File: src/verilog/dbmc_pkg.sv
/*
  Shared constants for the dual full-bridge motor control and protection block:
  timing figures, cycle counts derived from the clock, leg demand codes and the
  register map of the plain register port.
  Assumes a single 25 MHz clock and synchronous inputs.
*/
`default_nettype none
package dbmc_pkg;

  // ===========================================================================
  // Clock and timing
  localparam int CLK_PERIOD_NS = 40;
  localparam int DEAD_TIME_NS = 300;
  localparam int OC_FILTER_US = 10;
  localparam int RESTART_US = 50;
  // Least times round up to whole cycles
  localparam int DEAD_CYC = (DEAD_TIME_NS + CLK_PERIOD_NS - 1) / CLK_PERIOD_NS;
  localparam int OC_FILTER_CYC = (OC_FILTER_US * 1000 + CLK_PERIOD_NS - 1) / CLK_PERIOD_NS;
  localparam int RESTART_CYC = (RESTART_US * 1000 + CLK_PERIOD_NS - 1) / CLK_PERIOD_NS;
  localparam int DEAD_W = $clog2(DEAD_CYC + 1);
  localparam int TMR_W = $clog2(RESTART_CYC + 1);

  // ===========================================================================
  // Leg demand codes {high side, low side}
  localparam logic [1:0] LEG_OFF = 2'h0;
  localparam logic [1:0] LEG_LOW = 2'h1;
  localparam logic [1:0] LEG_HIGH = 2'h2;

  // ===========================================================================
  // Register port
  localparam int ADDR_W = 4;
  localparam int DATA_W = 32;
  localparam logic [ADDR_W-1:0] CTRL_OFFSET = 4'h0;
  localparam logic [ADDR_W-1:0] STATUS_OFFSET = 4'h4;
  localparam int CTRL_EN_POS = 0;
  localparam logic [1:0] CTRL_EN_RESET = 2'h3;
  localparam int ST_THERM_IND_POS = 0;
  localparam int ST_THERM_OFF_POS = 1;
  localparam int ST_OC_HOLD_POS = 2;
  localparam int ST_FAULT_POS = 3;
  localparam int ST_DRIVE_OK_POS = 4;

  // Overcurrent supervisor states
  typedef enum logic [2:0] {
    DBMC_OC_IDLE = 3'h1,
    DBMC_OC_FILTER = 3'h2,
    DBMC_OC_HOLD = 3'h4
  } dbmc_oc_state_t;

endpackage
`default_nettype wire

File: src/verilog/dbmc_leg_if.sv
/*
  Interface between the decode logic and one half-bridge leg driver:
  the wanted leg state and the transistor gates actually switched on.
  Assumes both ends share the block clock.
*/
`timescale 1ns/1ps
`default_nettype none
interface dbmc_leg_if;
  logic [1:0] demand;
  logic hi_on;
  logic lo_on;
  modport ctrl (output demand, input hi_on, input lo_on);
  modport leg (input demand, output hi_on, output lo_on);
endinterface
`default_nettype wire

File: src/verilog/dbmc_leg_drive.sv
/*
  One half-bridge leg: follows the demanded state and inserts dead time
  whenever conduction hands between the upper and lower transistor.
  Assumes synchronous demand and a synchronous active-low reset.
*/
`timescale 1ns/1ps
`default_nettype none
module dbmc_leg_drive
(
  // Clock and reset
  input wire logic ref_clk,
  input wire logic reset_n,
  // Leg connection
  dbmc_leg_if.leg leg
);

  import dbmc_pkg::*;

  logic hi_reg;
  logic lo_reg;
  logic [DEAD_W-1:0] off_cnt_reg;

  assign leg.hi_on = hi_reg;
  assign leg.lo_on = lo_reg;

  // ===========================================================================
  // Gate sequencing
  // Turn-off is immediate; turn-on waits until both gates have been off for
  // the dead time, so a change of side can never overlap
  always_ff @(posedge ref_clk)
  begin
    if (!reset_n)
    begin
      hi_reg <= 1'b0;
      lo_reg <= 1'b0;
      off_cnt_reg <= DEAD_W'(DEAD_CYC); // Leg starts long off
    end
    else if ((hi_reg || lo_reg) && ({hi_reg, lo_reg} != leg.demand))
    begin
      hi_reg <= 1'b0; // Leave the conducting side first
      lo_reg <= 1'b0;
      off_cnt_reg <= '0;
    end
    else if (!hi_reg && !lo_reg)
    begin
      if (off_cnt_reg >= DEAD_W'(DEAD_CYC))
      begin
        hi_reg <= (leg.demand == LEG_HIGH);
        lo_reg <= (leg.demand == LEG_LOW);
      end
      else
      begin
        off_cnt_reg <= off_cnt_reg + 1'b1; // Counted in clock cycles
      end
    end
  end

endmodule
`default_nettype wire

File: src/verilog/dbmc_top.sv
/*
  Dual full-bridge brushed DC motor control and protection.
  Decodes direction, standby and speed pulse per bridge, drives the gate
  signals through dead-time leg drivers, and supervises thermal and
  overcurrent indications with timed automatic restart and a fault flag.
  Assumes host inputs and comparator indications are synchronous to ref_clk.
*/
// The address map and strobed register access were left to the implementer.
`timescale 1ns/1ps
`default_nettype none
// Function
// - Speed set by speed-pulse duty per bridge
// - Pulse high drives, pulse low short brakes
// - Dead time about 300 ns per handover
// - Dead time alone makes mode changes safe
// - Thermal indication turns all transistors off
// - Thermal shutdown restarts after about 50 us
// - Thermal indication has 40 degree hysteresis
// - Any transistor overcurrent turns all off
// - Overcurrent holds off 50 us, then restarts
// - Overcurrent shutdown and restart repeat endlessly
// - Overcurrent acts only after 10 us continuous
// - Shutdown comes from comparator, not requests
// - Fault flag high during limiter or thermal
// - Fault flag returns low automatically
// - Standby low makes both outputs high impedance
module dbmc_top
#(
  parameter int NUM_BRIDGES = 2
)
(
  // Clock and reset
  input wire logic ref_clk,
  input wire logic reset_n,
  // Host control, one bit per bridge
  input wire logic [NUM_BRIDGES-1:0] dir_sel_a,
  input wire logic [NUM_BRIDGES-1:0] dir_sel_b,
  input wire logic [NUM_BRIDGES-1:0] speed_pulse,
  input wire logic [NUM_BRIDGES-1:0] standby_n,
  // Protection comparators
  input wire logic temp_above_trip,
  input wire logic temp_above_release,
  input wire logic [4*NUM_BRIDGES-1:0] oc_detect,
  // Register port
  input wire logic [dbmc_pkg::ADDR_W-1:0] reg_addr,
  input wire logic [dbmc_pkg::DATA_W-1:0] reg_wr_data,
  input wire logic reg_wr,
  input wire logic reg_rd,
  output logic [dbmc_pkg::DATA_W-1:0] reg_rd_data,
  // Gate drive, both low means high impedance
  output logic [NUM_BRIDGES-1:0] bridge_out_a_hi,
  output logic [NUM_BRIDGES-1:0] bridge_out_a_lo,
  output logic [NUM_BRIDGES-1:0] bridge_out_b_hi,
  output logic [NUM_BRIDGES-1:0] bridge_out_b_lo,
  // Status
  output logic fault_flag,
  output logic thermal_shutdown,
  output logic overcurrent_shutdown
);

  import dbmc_pkg::*;

  // ===========================================================================
  // Declarations
  logic [NUM_BRIDGES-1:0] bridge_en_reg;
  logic [DATA_W-1:0] rd_data_reg;
  logic therm_ind_reg;
  logic [TMR_W-1:0] therm_tmr_reg;
  dbmc_oc_state_t oc_state_reg;
  dbmc_oc_state_t oc_state_next;
  logic [TMR_W-1:0] oc_tmr_reg;
  logic fault_reg;
  logic oc_hold_reg;
  logic drive_ok_reg;
  logic therm_off;
  logic oc_any;

  // ===========================================================================
  // Leg demand decode
  // Dead time lives in the leg drivers, so this decode may jump straight
  // between directions and brake without an off step
  function automatic logic [1:0] leg_demand(
    input logic dsel_a,
    input logic dsel_b,
    input logic pulse,
    input logic active,
    input logic side_b
  );
    logic [1:0] result;
    result = LEG_OFF;
    if (active)
    begin
      case ({dsel_a, dsel_b})
        2'h3: result = LEG_LOW; // Short brake
        2'h2: result = pulse ? (side_b ? LEG_LOW : LEG_HIGH) : LEG_LOW;
        2'h1: result = pulse ? (side_b ? LEG_HIGH : LEG_LOW) : LEG_LOW;
        default: result = LEG_OFF; // Stop, high impedance
      endcase
    end
    return result;
  endfunction

  // Hold test shared by every flag that follows the overcurrent supervisor
  function automatic logic is_hold(input dbmc_oc_state_t st);
    return (st == DBMC_OC_HOLD);
  endfunction

  // ===========================================================================
  // Leg drivers, two per bridge
  genvar gb;
  generate
    for (gb = 0; gb < NUM_BRIDGES; gb++)
    begin : g_bridge
      dbmc_leg_if leg_a ();
      dbmc_leg_if leg_b ();
      logic bridge_active;
      // Standby, protection and software enable all force high impedance
      assign bridge_active = standby_n[gb] && drive_ok_reg && bridge_en_reg[gb];
      // Duty of the speed pulse sets the drive-to-brake ratio
      assign leg_a.demand = leg_demand(dir_sel_a[gb], dir_sel_b[gb], speed_pulse[gb],
                                       bridge_active, 1'b0);
      assign leg_b.demand = leg_demand(dir_sel_a[gb], dir_sel_b[gb], speed_pulse[gb],
                                       bridge_active, 1'b1);
      dbmc_leg_drive u_leg_a (
        .ref_clk(ref_clk),
        .reset_n(reset_n),
        .leg(leg_a.leg)
      );
      dbmc_leg_drive u_leg_b (
        .ref_clk(ref_clk),
        .reset_n(reset_n),
        .leg(leg_b.leg)
      );
      assign bridge_out_a_hi[gb] = leg_a.hi_on;
      assign bridge_out_a_lo[gb] = leg_a.lo_on;
      assign bridge_out_b_hi[gb] = leg_b.hi_on;
      assign bridge_out_b_lo[gb] = leg_b.lo_on;
    end
  endgenerate

  // ===========================================================================
  // Thermal supervisor
  // The indication trips on the upper comparator and only releases once the
  // lower one, set 40 degrees below, drops; this keeps it from chattering
  always_ff @(posedge ref_clk)
  begin
    if (!reset_n)
    begin
      therm_ind_reg <= 1'b0;
    end
    else if (temp_above_trip)
    begin
      therm_ind_reg <= 1'b1;
    end
    else if (!temp_above_release)
    begin
      therm_ind_reg <= 1'b0;
    end
  end

  // Restart timer reloads on every trip sample and runs down afterwards
  always_ff @(posedge ref_clk)
  begin
    if (!reset_n)
    begin
      therm_tmr_reg <= '0;
    end
    else if (temp_above_trip)
    begin
      therm_tmr_reg <= TMR_W'(RESTART_CYC);
    end
    else if (therm_tmr_reg != '0)
    begin
      therm_tmr_reg <= therm_tmr_reg - 1'b1;
    end
  end

  assign therm_off = therm_ind_reg || (therm_tmr_reg != '0);

  // ===========================================================================
  // Overcurrent supervisor
  // Only the comparators can trip it; no host input shuts the bridges
  assign oc_any = |oc_detect; // Any single transistor counts

  always_comb
  begin
    oc_state_next = oc_state_reg;
    case (oc_state_reg)
      DBMC_OC_IDLE:
      begin
        if (oc_any)
        begin
          oc_state_next = DBMC_OC_FILTER;
        end
      end
      DBMC_OC_FILTER:
      begin
        if (!oc_any)
        begin
          oc_state_next = DBMC_OC_IDLE; // Glitch ignored
        end
        else if (oc_tmr_reg == TMR_W'(OC_FILTER_CYC - 1))
        begin
          oc_state_next = DBMC_OC_HOLD;
        end
      end
      DBMC_OC_HOLD:
      begin
        if (oc_tmr_reg == TMR_W'(RESTART_CYC - 1))
        begin
          oc_state_next = DBMC_OC_IDLE; // Restart, may trip again
        end
      end
      default: oc_state_next = DBMC_OC_IDLE;
    endcase
  end

  always_ff @(posedge ref_clk)
  begin
    if (!reset_n)
    begin
      oc_state_reg <= DBMC_OC_IDLE;
    end
    else
    begin
      oc_state_reg <= oc_state_next;
    end
  end

  // One timer serves both filter and hold; it restarts on each state change
  always_ff @(posedge ref_clk)
  begin
    if (!reset_n)
    begin
      oc_tmr_reg <= '0;
    end
    else if (oc_state_next != oc_state_reg)
    begin
      oc_tmr_reg <= '0;
    end
    else if (oc_state_reg != DBMC_OC_IDLE)
    begin
      oc_tmr_reg <= oc_tmr_reg + 1'b1;
    end
  end

  // ===========================================================================
  // Drive permission and flags
  // Registered so every gate and flag output comes from a flip-flop; this
  // costs one cycle of shutdown latency, far inside the 10 us filter.
  // All three follow the next state, so permission, fault flag and hold
  // output change together on the edge that enters or leaves the hold

  // Drive permission; only the thermal and overcurrent supervisors may withdraw it
  always_ff @(posedge ref_clk)
  begin
    if (!reset_n)
    begin
      drive_ok_reg <= 1'b0;
    end
    else
    begin
      drive_ok_reg <= !therm_off && !is_hold(oc_state_next);
    end
  end

  // Fault flag clears by itself once both supervisors have released
  always_ff @(posedge ref_clk)
  begin
    if (!reset_n)
    begin
      fault_reg <= 1'b0;
    end
    else
    begin
      fault_reg <= therm_off || is_hold(oc_state_next);
    end
  end

  // Hold indication in its own flop so the status pin never decodes glitches
  always_ff @(posedge ref_clk)
  begin
    if (!reset_n)
    begin
      oc_hold_reg <= 1'b0;
    end
    else
    begin
      oc_hold_reg <= is_hold(oc_state_next);
    end
  end

  assign fault_flag = fault_reg;
  assign thermal_shutdown = therm_ind_reg;
  assign overcurrent_shutdown = oc_hold_reg;

  // ===========================================================================
  // Register port
  // Software enable per bridge; cleared bits hold that bridge in high impedance
  always_ff @(posedge ref_clk)
  begin
    if (!reset_n)
    begin
      bridge_en_reg <= NUM_BRIDGES'(CTRL_EN_RESET);
    end
    else if (reg_wr && (reg_addr == CTRL_OFFSET))
    begin
      bridge_en_reg <= reg_wr_data[CTRL_EN_POS +: NUM_BRIDGES];
    end
  end

  // Read data stand for exactly the cycle after the strobe; unmapped reads zero
  always_ff @(posedge ref_clk)
  begin
    if (!reset_n)
    begin
      rd_data_reg <= '0;
    end
    else if (reg_rd)
    begin
      rd_data_reg <= '0;
      case (reg_addr)
        CTRL_OFFSET: rd_data_reg[CTRL_EN_POS +: NUM_BRIDGES] <= bridge_en_reg;
        STATUS_OFFSET:
        begin
          rd_data_reg[ST_THERM_IND_POS] <= therm_ind_reg;
          rd_data_reg[ST_THERM_OFF_POS] <= therm_off;
          rd_data_reg[ST_OC_HOLD_POS] <= oc_hold_reg;
          rd_data_reg[ST_FAULT_POS] <= fault_reg;
          rd_data_reg[ST_DRIVE_OK_POS] <= drive_ok_reg;
        end
        default: rd_data_reg <= '0;
      endcase
    end
    else
    begin
      rd_data_reg <= '0;
    end
  end

  assign reg_rd_data = rd_data_reg;

endmodule
`default_nettype wire

File: config.mk
export PLATFORM = sky130hd
export DESIGN_NAME = dbmc_top
export DESIGN_NICKNAME = d
export VERILOG_FILES = /design/src/verilog/dbmc_pkg.sv /design/src/verilog/dbmc_leg_if.sv /design/src/verilog/dbmc_leg_drive.sv /design/src/verilog/dbmc_top.sv
export SDC_FILE = /design/constraint.sdc
export NUM_CORES = 1
export LEC_CHECK = 0
export ABC_AREA = 1
export BUFFER_PORTS_ARGS = -buffer_cell sky130_fd_sc_hd__buf_2
export CAP_MARGIN = 20
export CORE_MARGIN = 2
export CORE_UTILIZATION = 57
export CTS_CLUSTER_SIZE = 8
export DETAILED_ROUTE_END_ITERATION = 6
export GPL_ROUTABILITY_DRIVEN = 0
export PLACE_DENSITY = 0.84
export SETUP_SLACK_MARGIN = 0.4
export SLEW_MARGIN = 0
export SYNTH_ARGS = -nofsm -noshare
export SYNTH_HDL_FRONTEND = slang
export SYNTH_HIERARCHICAL = 1
export SYNTH_SLANG_ARGS = --single-unit
File: constraint.sdc
create_clock -name ref_clk -period 2.2 [get_ports ref_clk]
set_input_delay 0.33 -clock ref_clk [delete_from_list [all_inputs] [get_ports ref_clk]]
set_output_delay 0.33 -clock ref_clk [all_outputs]
set_load 0.03 [all_outputs]
**Yosys cells after proc, flatten, opt, wreduce, memory -nomap -nowiden**

Index checks and enable logic that the tools add are counted.

- Eq/ne operators: 32
- Order comparisons: 4
- Mux-type cells: 32
- Reductions and logical operators: 62
- Bitwise gates (word level): 5
- Add/sub/neg operators: 6

Operators by type and width:

| kind | count |
|---|---|
| $mux W4 | 12 |
| $reduce_and A2 Y1 | 13 |
| $mux W11 | 2 |
| $pmux W2 S2 | 5 |
| $reduce_or A2 Y1 | 10 |
| $add A4 B1 Y4 const B | 4 |
| $eq A2 B2 Y1 const B | 8 |
| $ge A4 B4 Y1 const B | 4 |
| $logic_and A1 B1 Y1 | 14 |
| $eq A2 B1 Y1 const B | 6 |
| $mux W2 | 6 |
| $mux W3 | 4 |
| $add A11 B1 Y11 const B | 1 |
| $eq A11 B11 Y1 const B | 1 |
| $eq A11 B8 Y1 const B | 1 |
| $reduce_bool A11 Y1 | 1 |
| $sub A11 B1 Y11 const B | 1 |
| $logic_not A1 Y1 | 10 |
| $reduce_bool A2 Y1 | 5 |
| $pmux W3 S3 | 1 |
| $ne A2 B1 Y1 const B | 4 |
| $ne A2 B2 Y1 | 4 |
| $reduce_or A8 Y1 | 1 |
| $eq A3 B3 Y1 const B | 2 |
| 11 further kinds | 21 |

- Register bits after elaboration: 87
- Output and inout port bits: 43
- Word-level logic and storage cells: 169
- Input bits: 58

**Logic depth before layout (Yosys ltp)**

- Word-level depth: 8
- Mapped depth: 11
- Gate-level depth less buffers: 11

**Cells and area by module**

The synthesis kept the hierarchy.

Modules (own cells, without submodules):

| module | cells an instance | area each (sq um) | instances | sequential area each (sq um) |
|---|---|---|---|---|
| dbmc_top | 311 | 2,207.1 | 1 | 720.7 |
| dbmc_leg_drive | 46 | 337.8 | 4 | 120.1 |

**Worst setup path before layout**

Ideal clock, no wire load.

- Path type: register to register
- Start: register therm_tmr_reg[0]
- End: register therm_tmr_reg[6]
- Arrival time: 1.261 ns
- Data required time: 2.079 ns
- Buffers on the path: 0
- Clock period less this slack: 1.382 ns
- Path slack: 0.818 ns
- Stages on the path, launching flop included: 10
- Setup time: 0.121 ns
- Cell sequence: dfxtp_1 inv_1 ha_1 nand2_1 inv_1 nand2_1 inv_1 or2_2 nand3_1 a21oi_1

- Word-level cells in the longest chain between the ends: 3
- Elaborated cells between the ends (all ways): 5
- Those cells by class: add/sub (1); mux (2); reduce/logical (2)

RTL lines:

| item | RTL line | source |
|---|---|---|
| from (decl) | dbmc_top.sv:68 | `logic [TMR_W-1:0] therm_tmr_reg;` |
| from (signal assigned) | dbmc_top.sv:170 | `therm_tmr_reg <= TMR_W'(RESTART_CYC);` |
| from (signal assigned) | dbmc_top.sv:174 | `therm_tmr_reg <= therm_tmr_reg - 1'b1;` |
| $sub A11 B1 Y11 | dbmc_top.sv:174 |  |
| $mux W11 | dbmc_top.sv:172 | `else if (therm_tmr_reg != '0)` |
| $mux W11 | dbmc_top.sv:168 | `else if (temp_above_trip)` |

Several ways; a longest one is shown, not always the timed one. The select of a mux whose other input is x is not followed.
A chain may end at the register's enable or synchronous reset.

**Worst setup path after layout**

- Start: register therm_tmr_reg[0]
- End: register therm_tmr_reg[3]

- Word-level cells in the longest chain between the ends: 1
- Elaborated cells between the ends (all ways): 2
- Those cells by class: add/sub (1); reduce/logical (1)

RTL lines:

| item | RTL line |
|---|---|
| $sub A11 B1 Y11 / $reduce_bool A11 Y1 (equally long branches) | dbmc_top.sv:174, dbmc_top.sv:172 |

Several ways; a longest one is shown, not always the timed one.

==> results.sh <==
export IMPL_fmax_mhz=603
export IMPL_grt_remaining_overflow=0
export IMPL_post_dp_hpwl_mm=5.26
export IMPL_skew_ns=0.00667
export IMPL_critPathMaxFanout=7
export IMPL_grt_pass1_wl_mm=12.1
export IMPL_initial_core_util_pct=59.4
export IMPL_hold_viol_final=0
export IMPL_min_path_cells=3
export IMPL_vias_per_cell=4.91
export IMPL_slew_headroom_pct=63.6
export IMPL_post_place_ws_ns=0.466
export IMPL_area_delta_synth_final_pct=8.51
export IMPL_cp_end_kind="flip-flop"
export IMPL_core_area_um2=5990
export IMPL_ys_warn_count=6
export IMPL_period_needed_ns=1.66
export IMPL_postSynthAreaPerCell_um2=7.19
export IMPL_synth_area_leaders="dfxtp_1 34%, nand2_1 11%, buf_4 7.6%"
export IMPL_yosysMostFrequentCell="nand2_1"
export IMPL_clk_pin_slew_worst_paths_ns=0.06
export IMPL_rsz0062_at_grt="true"
export IMPL_finalSetupTns_ns=0
export IMPL_yosysTopAreaCellShare_pct=33.8
export IMPL_worst_pin_slew_ns=0.541
export IMPL_netlist_instances=495
export IMPL_p_total_uw=2460
export IMPL_ant_nets=0
export IMPL_ys_ff_latch=60
export IMPL_reg2reg_slack_ns=0.54
export IMPL_clockBufferDepth=2
export IMPL_start_kind="flip-flop"
export IMPL_fin_crit_sh_pct=75.4
export IMPL_p_per_area_nw_per_um2=636
export IMPL_fin_ws_ns=0.541
export IMPL_grt_total_usage_pct=21.0
export IMPL_ios=101
export IMPL_die_area_um2=6890
export IMPL_synth_common_cells="104 x nand2_1, 66 x inv_1, 60 x dfxtp_1, 55 x nor2_1, 36 x buf_4"
export IMPL_cts_tree="yes"
export IMPL_final_util_pct=64.5
export IMPL_final_max_slew_viol_count=0
export IMPL_drive_above_1_share_pct=21.7
export IMPL_synth_cell_area_um2=3560
export IMPL_synthFlopType="dfxtp_1"
export IMPL_vias=3039
export IMPL_synth_edf_count=0
export IMPL_antenna_found_initial=0
export IMPL_num_antenna_cells=0
export IMPL_dr_pass1_iters=4
export IMPL_crit_arrival_ns=1.89
export IMPL_drtIter0Drc=108
export IMPL_finalSetupViolations=0
export IMPL_fp_dieW_um=83.0
export IMPL_grt_pass1_vias=2903
export IMPL_startpoint="therm_tmr_reg[0]"
export IMPL_async_reset_ff_share_pct=0
export IMPL_rows=28
export IMPL_drc=0
export IMPL_max_cap_violations=0
export IMPL_clock_sinks=60
export IMPL_hold_buffers=0
export IMPL_finalNetCount=609
export IMPL_ys_types=31
export IMPL_status="complete, no violations"
export IMPL_yosysSeqAreaShare_pct=33.8
export IMPL_required_ns=2.43
export IMPL_cts_resized=0
export IMPL_min_to="bridge_en_reg[0]"
export IMPL_wl_mm=6.82
export IMPL_leakagePower_uw=0.00173
export IMPL_grt_max_degree=12
export IMPL_synth_area_leader_cell="dfxtp_1"
export IMPL_tritoncts_num_buffers=9
export IMPL_die_h_um=83.0
export IMPL_r2r_end="therm_tmr_reg[3]"
export IMPL_min_path_type="in2reg"
export IMPL_cts_setup_buffers=0
export IMPL_io_buffer_count=43
export IMPL_cts_max_level=3
export IMPL_r2r_cells=8
export IMPL_reg2reg_from="therm_tmr_reg[0]"
export IMPL_wl_per_cell_um=11.0
export IMPL_worst_ir_drop_vdd_v=0.000444
export IMPL_clock_latency_ns=0.34
export IMPL_root_buffer="clkbuf_8"
export IMPL_crit_type="reg2reg"
export IMPL_hold_start="reg_wr_data[0]"
report_power, final:
| part | switching [uW] | internal (uW) | total [uW] |
|---|---|---|---|
| Sequential | 39.7 | 1130 | 1170 |
| Clock | 426 | 431 | 857 |
| Combinational | 293 | 132 | 425 |
| Total | 759 | 1700 | 2460 |
area by class of cell:
cell class              count  area [um^2]
inverters                  72          270
flip-flops and latches     60         1200
repair buffers             46          238
clock inverters             5         27.5
well taps                  75         93.8
fillers                   552         2130
multi-input cells         350         1890
clock buffers              11          141
metrics by stage:
stage / instance area, um^2 / cells / hold slack, ns
2_1_floorplan: 3660 / 521 / 0.399
3_3_place_gp: 3690 / 603 / 0.437
3_5_place_dp: 3690 / 603 / 0.437
4_1_cts: 3860 / 619 / 0.187
5_1_grt: 3860 / 619 / 0.220
6_report: 3860 / 619 / 0.204
cell usage in the layout (no fill, tap or decap), types with 11 or more instances in the layout:
| cell | n |
|---|---|
| dfxtp_1 | 60 |
| xor2_1 | 14 |
| nor2_1 | 55 |
| nand2_1 | 103 |
| a21oi_1 | 16 |
| nor3_2 | 11 |
| nor2_2 | 14 |
| a21oi_2 | 17 |
| ha_1 | 12 |
| inv_1 | 66 |
| buf_2 | 43 |
| conb_1 | 27 |
| nand3_1 | 30 |
kinds of logic after synthesis:
group	after synthesis	share of synthesized area (%)
simple gates	247	33.0
buf+inv	111	16.0
flops	60	33.8
compound gates	46	8.51
xor+xnor	18	4.43
fa+ha+maj	12	4.22
other cells	1	0.105
layer usage:
metal	routed length, um	part of all wire [%]	track usage [%]
met1	3170	46	25.9
met5	0	0	0
met4	106	1.6	9.39
met3	313	4.6	4.27
met2	3230	47	35.4
worst max-delay path by stage:
stage	end	cells past startpoint	slack, ns
global route	g_bridge[1].u_leg_a/off_cnt_reg[1]	8	0.38
global placement	oc_tmr_reg[10]	9	0.53
floorplan	therm_tmr_reg[6]	9	0.82
finish	therm_tmr_reg[3]	8	0.54
CTS	oc_tmr_reg[4]	9	0.44
detailed placement	oc_tmr_reg[4]	9	0.47
worst max-delay path: stages (launching register included):
cell and delay [ns]:
dfxtp_1 0.34, inv_1 0.17, ha_1 0.23, nand2_1 0.07, nor2_1 0.11, nand3_1 0.24, nand3_1 0.18, xor2_1 0.16
nor2_1 0.06
Power figures use the tool's default switching activity.
